[config.mk]
export PLATFORM = sky130hd
export DESIGN_NAME = ssu_sync_serial
export DESIGN_NICKNAME = d
export VERILOG_FILES = /design/src/hdl/ssu_pkg.sv /design/src/hdl/ssu_baud_div.sv /design/src/hdl/ssu_ram_bank.sv /design/src/hdl/ssu_sync_serial.sv
export SDC_FILE = /design/constraint.sdc
export NUM_CORES = 2
export LEC_CHECK = 0
export ABC_AREA = 0
export BUFFER_PORTS_ARGS = -buffer_cell sky130_fd_sc_hd__buf_4
export CAP_MARGIN = 25
export CORE_UTILIZATION = 40
export DETAILED_ROUTE_END_ITERATION = 7
export MAX_ROUTING_LAYER = met4
export SETUP_SLACK_MARGIN = 0.1
export SKIP_CTS_REPAIR_TIMING = 1
export SLEW_MARGIN = 5
export SYNTH_ARGS = -nofsm -noshare
export SYNTH_HDL_FRONTEND = slang
export SYNTH_HIERARCHICAL = 1
export SYNTH_SLANG_ARGS = --single-unit
[constraint.sdc]
create_clock -name sys_clk -period 3.1 [get_ports sys_clk]
set_input_delay 0.93 -clock sys_clk [delete_from_list [all_inputs] [get_ports sys_clk]]
set_output_delay 0.93 -clock sys_clk [all_outputs]
set_load 0.02 [all_outputs]
[src/hdl/ssu_pkg.sv]
// constants, types and register map of the synchronous serial unit
// assumes a 40 MHz sys_clk and an instruction cycle of three clocks
package ssu_pkg;

  // ****************************************
  // register indices (byte address = 4 * index)
  // ****************************************
  localparam logic [15:0] IDX_SERIAL_CONTROL = 16'hFE30;
  localparam logic [15:0] IDX_SHIFT_BUFFER   = 16'hFE31;
  localparam logic [15:0] IDX_CLOCK_DIVIDER  = 16'hFE32;
  localparam logic [15:0] IDX_BIT_LENGTH     = 16'hFE33;
  localparam logic [15:0] IDX_BURST_CONTROL  = 16'hFE37;
  localparam logic [15:0] IDX_PIN_CONTROL    = 16'hFE38;
  localparam logic [15:0] IDX_RAM_FIRST      = 16'h01C0;
  localparam logic [15:0] IDX_RAM_LAST       = 16'h01FF;

  // ****************************************
  // field positions
  // ****************************************
  localparam int BIT_BANK    = 7;
  localparam int BIT_SWAP    = 6;
  localparam int BIT_RUN     = 5;
  localparam int BIT_BURST   = 4;
  localparam int BIT_MSB     = 3;
  localparam int BIT_OVR     = 2;
  localparam int BIT_END     = 1;
  localparam int BIT_IE      = 0;
  localparam int BIT_PAUSE   = 7;
  localparam int BIT_SPARE6  = 6;
  localparam int BIT_SPARE5  = 5;
  localparam int BIT_INTCLK  = 0;

  // ****************************************
  // reset values
  // ****************************************
  localparam logic [7:0] RST_BYTE    = 8'h00;
  localparam logic [4:0] RST_COUNT   = 5'h00;
  localparam logic       RST_SCLK    = 1'b1;

  // ****************************************
  // timing
  // ****************************************
  localparam int TCYC_NS    = 75;
  localparam int SYS_CLK_NS = 25;
  // half serial period is (n+1)*(2/3 Tcyc)/2 = (n+1)*HALF_MULT clocks
  localparam int HALF_MULT  = (2 * TCYC_NS) / (2 * 3 * SYS_CLK_NS);
  localparam logic [8:0] SINGLE_BITS = 9'h008;
  localparam logic [2:0] LAST_BIT_OF_BYTE = 3'h7;

  // ****************************************
  // types
  // ****************************************
  typedef enum logic [1:0] {ST_IDLE, ST_LOAD, ST_SHIFT, ST_HOLD} ssu_state_e;

  typedef struct packed {
    logic sclkOut;
    logic sclkOe;
    logic sdataOut;
  } ssu_pins_s;

  typedef struct packed {
    logic       we;
    logic [5:0] idx;
    logic [7:0] data;
  } ssu_ramw_s;

endpackage

[src/hdl/ssu_baud_div.sv]
// reload divider that paces the internal serial clock
// assumes run is held for the whole shifting phase
`timescale 1ns/1ps
module ssu_baud_div
  import ssu_pkg::*;
(
  // clock and reset
  input  wire logic       sys_clk,
  input  wire logic       rstn,
  // control
  input  wire logic       run,
  input  wire logic [7:0] divider,
  // half-period pulse
  output logic            tick
);

  logic [8:0] cnt_reg;
  logic [8:0] reload;

  // a divider of zero is allowed; it simply toggles every clock
  assign reload = 9'((({1'b0, divider} + 9'h001) * HALF_MULT) - 1);
  assign tick   = run && (cnt_reg == 9'h000);

  always_ff @(posedge sys_clk or negedge rstn)
  begin
    if (!rstn)
      cnt_reg <= 9'h000;
    else if (!run || tick)
      cnt_reg <= reload;
    else
      cnt_reg <= cnt_reg - 9'h001;
  end

endmodule

[src/hdl/ssu_ram_bank.sv]
// 64-byte transfer RAM, two 32-byte banks, flip-flop storage
// serial side write wins when both sides hit the same cycle
`timescale 1ns/1ps
module ssu_ram_bank
  import ssu_pkg::*;
(
  // clock and reset
  input  wire logic       sys_clk,
  input  wire logic       rstn,
  // cpu side
  input  wire ssu_ramw_s  cpuW,
  output logic [7:0]      cpuRdata,
  // serial side
  input  wire ssu_ramw_s  serW,
  output logic [7:0]      serRdata
);

  logic [7:0] mem [64];

  genvar i;
  generate
    for (i = 0; i < 64; i++)
    begin : g_entry
      always_ff @(posedge sys_clk or negedge rstn)
      begin
        if (!rstn)
          mem[i] <= RST_BYTE;
        else if (serW.we && serW.idx == 6'(i))
          mem[i] <= serW.data;
        else if (cpuW.we && cpuW.idx == 6'(i))
          mem[i] <= cpuW.data;
      end
    end
  endgenerate

  assign cpuRdata = mem[cpuW.idx];
  assign serRdata = mem[serW.idx];

endmodule

[src/hdl/ssu_sync_serial.sv]
// synchronous serial unit: 8-bit and RAM-fed burst transfer, APB slave
// assumes serial pins are synchronous to sys_clk, APB on the same clock
`timescale 1ns/1ps

// Functional notes
// - serial period (n+1) times two-thirds cycle
// - shift register transmits and receives together
// - bank bit selects upper or lower window
// - swap bit exchanges, else copies RAM
// - software sets run, hardware clears at end
// - burst mode bit cleared at transfer end
// - bit order select MSB or LSB first
// - clock fall while idle sets overrun
// - clock fall during RAM exchange sets overrun
// - end flag set at end, software clears
// - interrupt when enable and end both set
// - burst length is bit-length value plus one
// - pause bit halts after current byte
// - two spare bits freely read and written
// - read-only count of bytes transferred
// - first RAM byte loaded before shifting
// - next RAM byte loaded every 8 bits
// - last partial byte stays in shift register
// - burst covers 1 to 256 bits
// - single mode keeps running during halt
// - cpu halt pauses burst before exchange
module ssu_sync_serial
  import ssu_pkg::*;
(
  // clock and reset
  input  wire logic        sys_clk,
  input  wire logic        rstn,
  // apb slave
  input  wire logic        psel,
  input  wire logic        penable,
  input  wire logic        pwrite,
  input  wire logic [17:0] paddr,
  input  wire logic [31:0] pwdata,
  output logic [31:0]      prdata,
  output logic             pready,
  output logic             pslverr,
  // cpu state
  input  wire logic        cpuHalt,
  output logic             irq,
  // serial pins
  input  wire logic        sclkIn,
  input  wire logic        sdataIn,
  output ssu_pins_s        pins
);

  // ****************************************
  // storage
  // ****************************************
  logic        bank_reg, swap_reg, run_reg, burst_reg, msb_reg;
  logic        ovr_reg, end_reg, ie_reg;
  logic [7:0]  shift_reg, divider_reg, bitLen_reg;
  logic        pause_reg, spare6_reg, spare5_reg, intClk_reg;
  logic [4:0]  bytes_reg;
  logic [4:0]  addr_reg;
  logic [8:0]  bitsLeft_reg;
  logic [2:0]  bitInByte_reg;
  logic        sclkPrev_reg;
  ssu_state_e  state_reg;
  ssu_pins_s   pins_reg;
  logic [31:0] prdata_reg;
  logic        pready_reg, pslverr_reg, irq_reg;

  // ****************************************
  // apb decode
  // ****************************************
  logic        access, wrEn;
  logic [15:0] idx;
  logic        hitCtl, hitBuf, hitDiv, hitLen, hitBst, hitPin, hitRam;
  logic [7:0]  rdByte, ramCpuRdata, ramSerRdata;
  ssu_ramw_s   cpuW, serW;

  assign access = psel && penable;
  assign wrEn   = access && pwrite && pready_reg;
  assign idx    = paddr[17:2];

  always_comb
  begin
    hitCtl = 1'b0;
    hitBuf = 1'b0;
    hitDiv = 1'b0;
    hitLen = 1'b0;
    hitBst = 1'b0;
    hitPin = 1'b0;
    hitRam = 1'b0;
    if (paddr[1:0] != 2'b00)
      hitCtl = 1'b0;
    else if (idx == IDX_SERIAL_CONTROL)
      hitCtl = 1'b1;
    else if (idx == IDX_SHIFT_BUFFER)
      hitBuf = 1'b1;
    else if (idx == IDX_CLOCK_DIVIDER)
      hitDiv = 1'b1;
    else if (idx == IDX_BIT_LENGTH)
      hitLen = 1'b1;
    else if (idx == IDX_BURST_CONTROL)
      hitBst = 1'b1;
    else if (idx == IDX_PIN_CONTROL)
      hitPin = 1'b1;
    else if (idx >= IDX_RAM_FIRST && idx <= IDX_RAM_LAST)
      hitRam = 1'b1;
  end

  always_comb
  begin
    rdByte = 8'h00;
    if (hitCtl)
      rdByte = {bank_reg, swap_reg, run_reg, burst_reg,
                msb_reg, ovr_reg, end_reg, ie_reg};
    else if (hitBuf)
      rdByte = shift_reg;
    else if (hitDiv)
      rdByte = divider_reg;
    else if (hitLen)
      rdByte = bitLen_reg;
    else if (hitBst)
      rdByte = {pause_reg, spare6_reg, spare5_reg, bytes_reg};
    else if (hitPin)
      rdByte = {7'h00, intClk_reg};
    else if (hitRam)
      rdByte = ramCpuRdata;
  end

  // one wait state keeps every bus output on a flip-flop
  always_ff @(posedge sys_clk or negedge rstn)
  begin
    if (!rstn)
    begin
      pready_reg  <= 1'b0;
      pslverr_reg <= 1'b0;
      prdata_reg  <= 32'h0000_0000;
    end
    else
    begin
      pready_reg <= access && !pready_reg;
      if (access && !pready_reg)
      begin
        prdata_reg  <= {24'h00_0000, rdByte};
        pslverr_reg <= !(hitCtl || hitBuf || hitDiv || hitLen ||
                         hitBst || hitPin || hitRam);
      end
      else
        pslverr_reg <= 1'b0;
    end
  end

  // ****************************************
  // serial clock and edges
  // ****************************************
  logic sclkNow, rise, fall, tick, lastBit, byteEnd;

  assign sclkNow = intClk_reg ? pins_reg.sclkOut : sclkIn;
  assign rise    = sclkNow && !sclkPrev_reg;
  assign fall    = !sclkNow && sclkPrev_reg;
  assign lastBit = (state_reg == ST_SHIFT) && rise &&
                   (bitsLeft_reg == 9'h001);
  assign byteEnd = (state_reg == ST_SHIFT) && rise && !lastBit &&
                   burst_reg && (bitInByte_reg == LAST_BIT_OF_BYTE);

  ssu_baud_div u_div (
    .sys_clk (sys_clk),
    .rstn    (rstn),
    .run     (intClk_reg && state_reg == ST_SHIFT),
    .divider (divider_reg),
    .tick    (tick)
  );

  always_ff @(posedge sys_clk or negedge rstn)
  begin
    if (!rstn)
      sclkPrev_reg <= RST_SCLK;
    else
      sclkPrev_reg <= sclkNow;
  end

  // internal clock idles high and toggles only while shifting
  always_ff @(posedge sys_clk or negedge rstn)
  begin
    if (!rstn)
      pins_reg <= '{sclkOut: RST_SCLK, sclkOe: 1'b0, sdataOut: 1'b1};
    else
    begin
      pins_reg.sclkOe <= intClk_reg;
      if (state_reg != ST_SHIFT)
        pins_reg.sclkOut <= RST_SCLK;
      else if (tick)
        pins_reg.sclkOut <= !pins_reg.sclkOut;
      if (fall)
        pins_reg.sdataOut <= msb_reg ? shift_reg[7] : shift_reg[0];
    end
  end

  // ****************************************
  // transfer sequencer
  // ****************************************
  always_ff @(posedge sys_clk or negedge rstn)
  begin
    if (!rstn)
    begin
      state_reg     <= ST_IDLE;
      bitsLeft_reg  <= 9'h000;
      bitInByte_reg <= 3'h0;
      addr_reg      <= 5'h00;
      bytes_reg     <= RST_COUNT;
    end
    else
    begin
      case (state_reg)
        ST_IDLE:
          if (run_reg && burst_reg)
          begin
            state_reg     <= ST_LOAD;
            bitsLeft_reg  <= {1'b0, bitLen_reg} + 9'h001;
            bitInByte_reg <= 3'h0;
            addr_reg      <= 5'h00;
            bytes_reg     <= RST_COUNT;
          end
          else if (run_reg)
          begin
            state_reg     <= ST_SHIFT;
            bitsLeft_reg  <= SINGLE_BITS;
            bitInByte_reg <= 3'h0;
          end
        ST_LOAD:
        begin
          state_reg <= ST_SHIFT;
          addr_reg  <= addr_reg + 5'h01;
        end
        ST_SHIFT:
          if (rise)
          begin
            bitsLeft_reg  <= bitsLeft_reg - 9'h001;
            bitInByte_reg <= bitInByte_reg + 3'h1;
            if (lastBit)
              state_reg <= ST_IDLE;
            else if (byteEnd)
            begin
              bytes_reg <= bytes_reg + 5'h01;
              // single mode ignores halt so its interrupt can wake the cpu
              if (pause_reg || cpuHalt)
                state_reg <= ST_HOLD;
              else
                state_reg <= ST_LOAD;
            end
          end
        ST_HOLD:
          if (!pause_reg && !cpuHalt)
            state_reg <= ST_LOAD;
        default:
          state_reg <= ST_IDLE;
      endcase
    end
  end

  // ****************************************
  // shift register and RAM exchange
  // ****************************************
  assign serW.idx  = {bank_reg, addr_reg};
  assign serW.we   = (state_reg == ST_LOAD) && swap_reg;
  assign serW.data = shift_reg;
  assign cpuW.idx  = idx[5:0];
  assign cpuW.we   = wrEn && hitRam;
  assign cpuW.data = pwdata[7:0];

  ssu_ram_bank u_ram (
    .sys_clk  (sys_clk),
    .rstn     (rstn),
    .cpuW     (cpuW),
    .cpuRdata (ramCpuRdata),
    .serW     (serW),
    .serRdata (ramSerRdata)
  );

  always_ff @(posedge sys_clk or negedge rstn)
  begin
    if (!rstn)
      shift_reg <= RST_BYTE;
    else if (state_reg == ST_LOAD)
      shift_reg <= ramSerRdata;
    else if (state_reg == ST_SHIFT && rise)
      shift_reg <= msb_reg ? {shift_reg[6:0], sdataIn}
                           : {sdataIn, shift_reg[7:1]};
    else if (wrEn && hitBuf)
      shift_reg <= pwdata[7:0];
  end

  // ****************************************
  // control registers and flags
  // ****************************************
  logic ovrEvent;
  assign ovrEvent = fall && (!run_reg || state_reg == ST_LOAD);

  // hardware set and clear win over a write in the same cycle
  always_ff @(posedge sys_clk or negedge rstn)
  begin
    if (!rstn)
    begin
      {bank_reg, swap_reg, msb_reg, ie_reg} <= 4'h0;
      {run_reg, burst_reg, ovr_reg, end_reg} <= 4'h0;
    end
    else
    begin
      if (wrEn && hitCtl)
      begin
        bank_reg <= pwdata[BIT_BANK];
        swap_reg <= pwdata[BIT_SWAP];
        msb_reg  <= pwdata[BIT_MSB];
        ie_reg   <= pwdata[BIT_IE];
      end
      if (lastBit)
        run_reg <= 1'b0;
      else if (wrEn && hitCtl)
        run_reg <= pwdata[BIT_RUN];
      if (lastBit)
        burst_reg <= 1'b0;
      else if (wrEn && hitCtl)
        burst_reg <= pwdata[BIT_BURST];
      if (ovrEvent)
        ovr_reg <= 1'b1;
      else if (wrEn && hitCtl)
        ovr_reg <= pwdata[BIT_OVR];
      if (lastBit)
        end_reg <= 1'b1;
      else if (wrEn && hitCtl)
        end_reg <= pwdata[BIT_END];
    end
  end

  always_ff @(posedge sys_clk or negedge rstn)
  begin
    if (!rstn)
    begin
      divider_reg <= RST_BYTE;
      bitLen_reg  <= RST_BYTE;
      {pause_reg, spare6_reg, spare5_reg, intClk_reg} <= 4'h0;
    end
    else if (wrEn)
    begin
      if (hitDiv)
        divider_reg <= pwdata[7:0];
      if (hitLen)
        bitLen_reg <= pwdata[7:0];
      if (hitBst)
      begin
        pause_reg  <= pwdata[BIT_PAUSE];
        spare6_reg <= pwdata[BIT_SPARE6];
        spare5_reg <= pwdata[BIT_SPARE5];
      end
      if (hitPin)
        intClk_reg <= pwdata[BIT_INTCLK];
    end
  end

  always_ff @(posedge sys_clk or negedge rstn)
  begin
    if (!rstn)
      irq_reg <= 1'b0;
    else
      irq_reg <= ie_reg && end_reg;
  end

  assign prdata  = prdata_reg;
  assign pready  = pready_reg;
  assign pslverr = pslverr_reg;
  assign irq     = irq_reg;
  assign pins    = pins_reg;
endmodule

==> flow_summary.json <==
{
  "status": "finished, final reports clean",
  "swShare_pct": 28.2,
  "crit_chain": "buf_12, buf_4, clkbuf_16, mux4_2, a22oi_2, a21oi_1, or4_1, nand2_1, o211ai_1, mux2_2",
  "netSwitchingPower_mw": 5.52,
  "critPathKind": "flip-flop to flip-flop",
  "yosysSeqAreaShare_pct": 40.2,
  "cts_root_buf": "clkbuf_16",
  "yosys_register_bits": 596,
  "largest_reg_flops": 512,
  "cp_max_fo": 15,
  "netlist_top_cells_area": "dfrtp_1, mux4_2, mux2i_1, nand2_1, o21ai_0",
  "wire_per_inst_um": 25.8,
  "p_comb_share_pct": 11.3,
  "final-hold-violation-count": 0,
  "power.share.clock_pct": 46.0,
  "rr_worst_depth": 10,
  "skew_ps": 31.4,
  "p_leak_nw": 17.0,
  "die_w_um": 307,
  "tightest_slew_ps": 1160,
  "first_global_vias": 28411,
  "slowest_delay_ps": 580,
  "vias": 29873,
  "cts_tree": "built",
  "r2r_start": "addr_reg[0]",
  "final_area_um2": 44300,
  "htreeDepth": 3,
  "rows": 111,
  "drive_above_1_share_pct": 24.1,
  "vias_per_cell": 6.05,
  "insertion_delay_ps": 640,
  "grtUsageTotal_pct": 27.6,
  "synth-edff-count": 0,
  "grt_max_degree": 76,
  "avgSynthCellArea_um2": 10.5,
  "routed_wl_um": 128000,
  "ctsLongestPathBuffers": 3,
  "io_pins": 96,
  "antenna_found_initial": 1,
  "fin_nets": 3703,
  "final_cell_mix": "dfrtp_1, mux2i_1, nand2_1, o21ai_0, mux4_2",
  "core-area_um2": 91800,
  "p_int_mw": 14.0,
  "setup_violations": 0,
  "max-slew-margin-rel_pct": 22.9,
  "die-height_um": 307,
  "pre_cts_ws_ps": -641,
  "required_ps": 3620,
  "area_growth_pct": 19.3,
  "max_cap_violations": 0,
  "placed_area_um2": 41300,
  "fin_total_pwr_mw": 19.5,
  "critPathLaunchType": "flip-flop",
  "synth_cell_types": 80,
  "hpwl_um": 88700,
  "postRouteAntennaNets": 0,
  "grt_remaining_overflow": 0,
  "syn-cell-area_um2": 37100,
  "cp_data_arrival_time_ps": 3490,
  "regToRegEndpoint": "shift_reg[7]",
  "synth_top_area_share_pct": 40.0,
  "ys_warn_count": 6,
  "final.period_utilization_pct": 95.8,
  "fin_crit_ps": 2970,
  "drt_pre_antenna_iters": 6,
  "synth_cells": 3519,
  "gp_congestion": 1.04,
  "die-area_um2": 94000,
  "rrSetupSlack_ps": 130,
  "hold_slack_ps": 358,
  "ir_drop_mv": 0.502,
  "drc": 0,
  "dr.first_iter.drc_count": 3730,
  "numPortBuffers": 47,
  "yosysTopAreaCell": "dfrtp_1",
  "finalWorstSetupSlack_ps": 130,
  "layout_commonest_cell": "dfrtp_1",
  "synthArstFlopShare_pct": 100,
  "clk_pin_slew_ps": 60,
  "cp-end-kind": "flip-flop",
  "max_freq_ghz": 0.337,
  "power.density_nw_per_um2": 441,
  "seqPwrFrac_pct": 42.7,
  "initial_core_util_pct": 40.4,
  "drv_slew": 0,
  "finalCoreUtilization_pct": 48.2,
  "cts.sinks": 596,
  "ys.flop_type": "dfrtp_1",
  "cp_slowest_cell": "or4_1",
  "rsz0062_at_grt": "true",
  "hold_class": "primary input to asynchronous set/reset pin",
  "cts_buffers": 71,
  "grt_pass1_wl_um": 190000
}
layer usage:
layer | GRT usage [%] | up-vias | share of wire, %
met1 | 38.5 | 14877 | 43
met4 | 10.8 | 0 | 4.2
met5 | - | - | 0
met3 | 5.13 | 277 | 9.5
li1 | - | 13159 | -
met2 | 39.7 | 1560 | 44
cells by family (layout without fill, tap and decap cells):
group,after synthesis,count (layout),share of synthesized area (%)
adders and majority gates,8,8,0.270
DFF,596,596,40.2
buffers and inverters,364,514,4.52
and+or+nand+nor,907,907,11.6
AOI/OAI and AO/OA,804,804,12.1
other,1,28,0.0101
muxes,823,823,31.0
xor gates and xnor gates,16,16,0.378
area by class of cell:
type	count	area, um^2
fill	8247	47500
multi-input combinational	2582	20800
sequential	596	14900
timing repair buffer	371	4440
clock buffer	91	1980
tap	1243	1560
clock inverter	37	497
inverter	15	56.3
antenna	4	10.0
critical path, delay by kind of cell (launching register included):
family	cells	cell delay, ps
compound gates	3	440
mux	2	790
flops	1	450
simple gates	2	680
buf+inv	3	490
worst max path at each step:
stage / endpoint / startpoint / cells past startpoint / slack [ps]
6_report: shift_reg[7] / addr_reg[0] / 10 / 130
5_1_grt: shift_reg[6] / addr_reg[0] / 10 / 70
4_1_cts: shift_reg[3] / addr_reg[0] / 8 / 30
3_5_place_dp: prdata[5] / paddr[2] / 10 / -640
3_3_place_gp: prdata[5] / paddr[2] / 10 / -630
2_1_floorplan: prdata[0] / paddr[3] / 8 / 100
cells in the mapped netlist, drive strengths merged (8+ instances only):
cell / number
dfrtp: 593
mux2i: 532
nand2: 460
o21ai: 374
mux4: 256
nor2: 256
a21oi: 251
clkbuf: 193
buf: 156
a22oi: 133
mux2: 35
nand3: 35
or4: 20
nor4: 15
inv: 13
nand2b: 12
nor2b: 11
nor3: 10
o211ai: 10
nand3b: 9
ha: 8
nand4: 8
nor3b: 8
xnor2: 8
xor2: 8
per-stage QoR:
step                      instances  setup TNS, ps
after floorplan                3542              0
after global placement         4786         -16130
after detailed placement       4786         -14310
after CTS                      4914              0
after global routing           4936              0
final                          4939              0
power by group through the flow:
stage	Clock (mW)	Combinational [mW]	Sequential, mW
3_5_place_dp	0	2.14	8.47
5_1_grt	9.43	2.31	8.35
2_1_floorplan	0	1.27	8.13
6_report	8.99	2.21	8.34
4_1_cts	9.14	2.14	8.33
3_3_place_gp	0	2.12	8.46
Note: power is estimated with default switching activity, not from simulation.
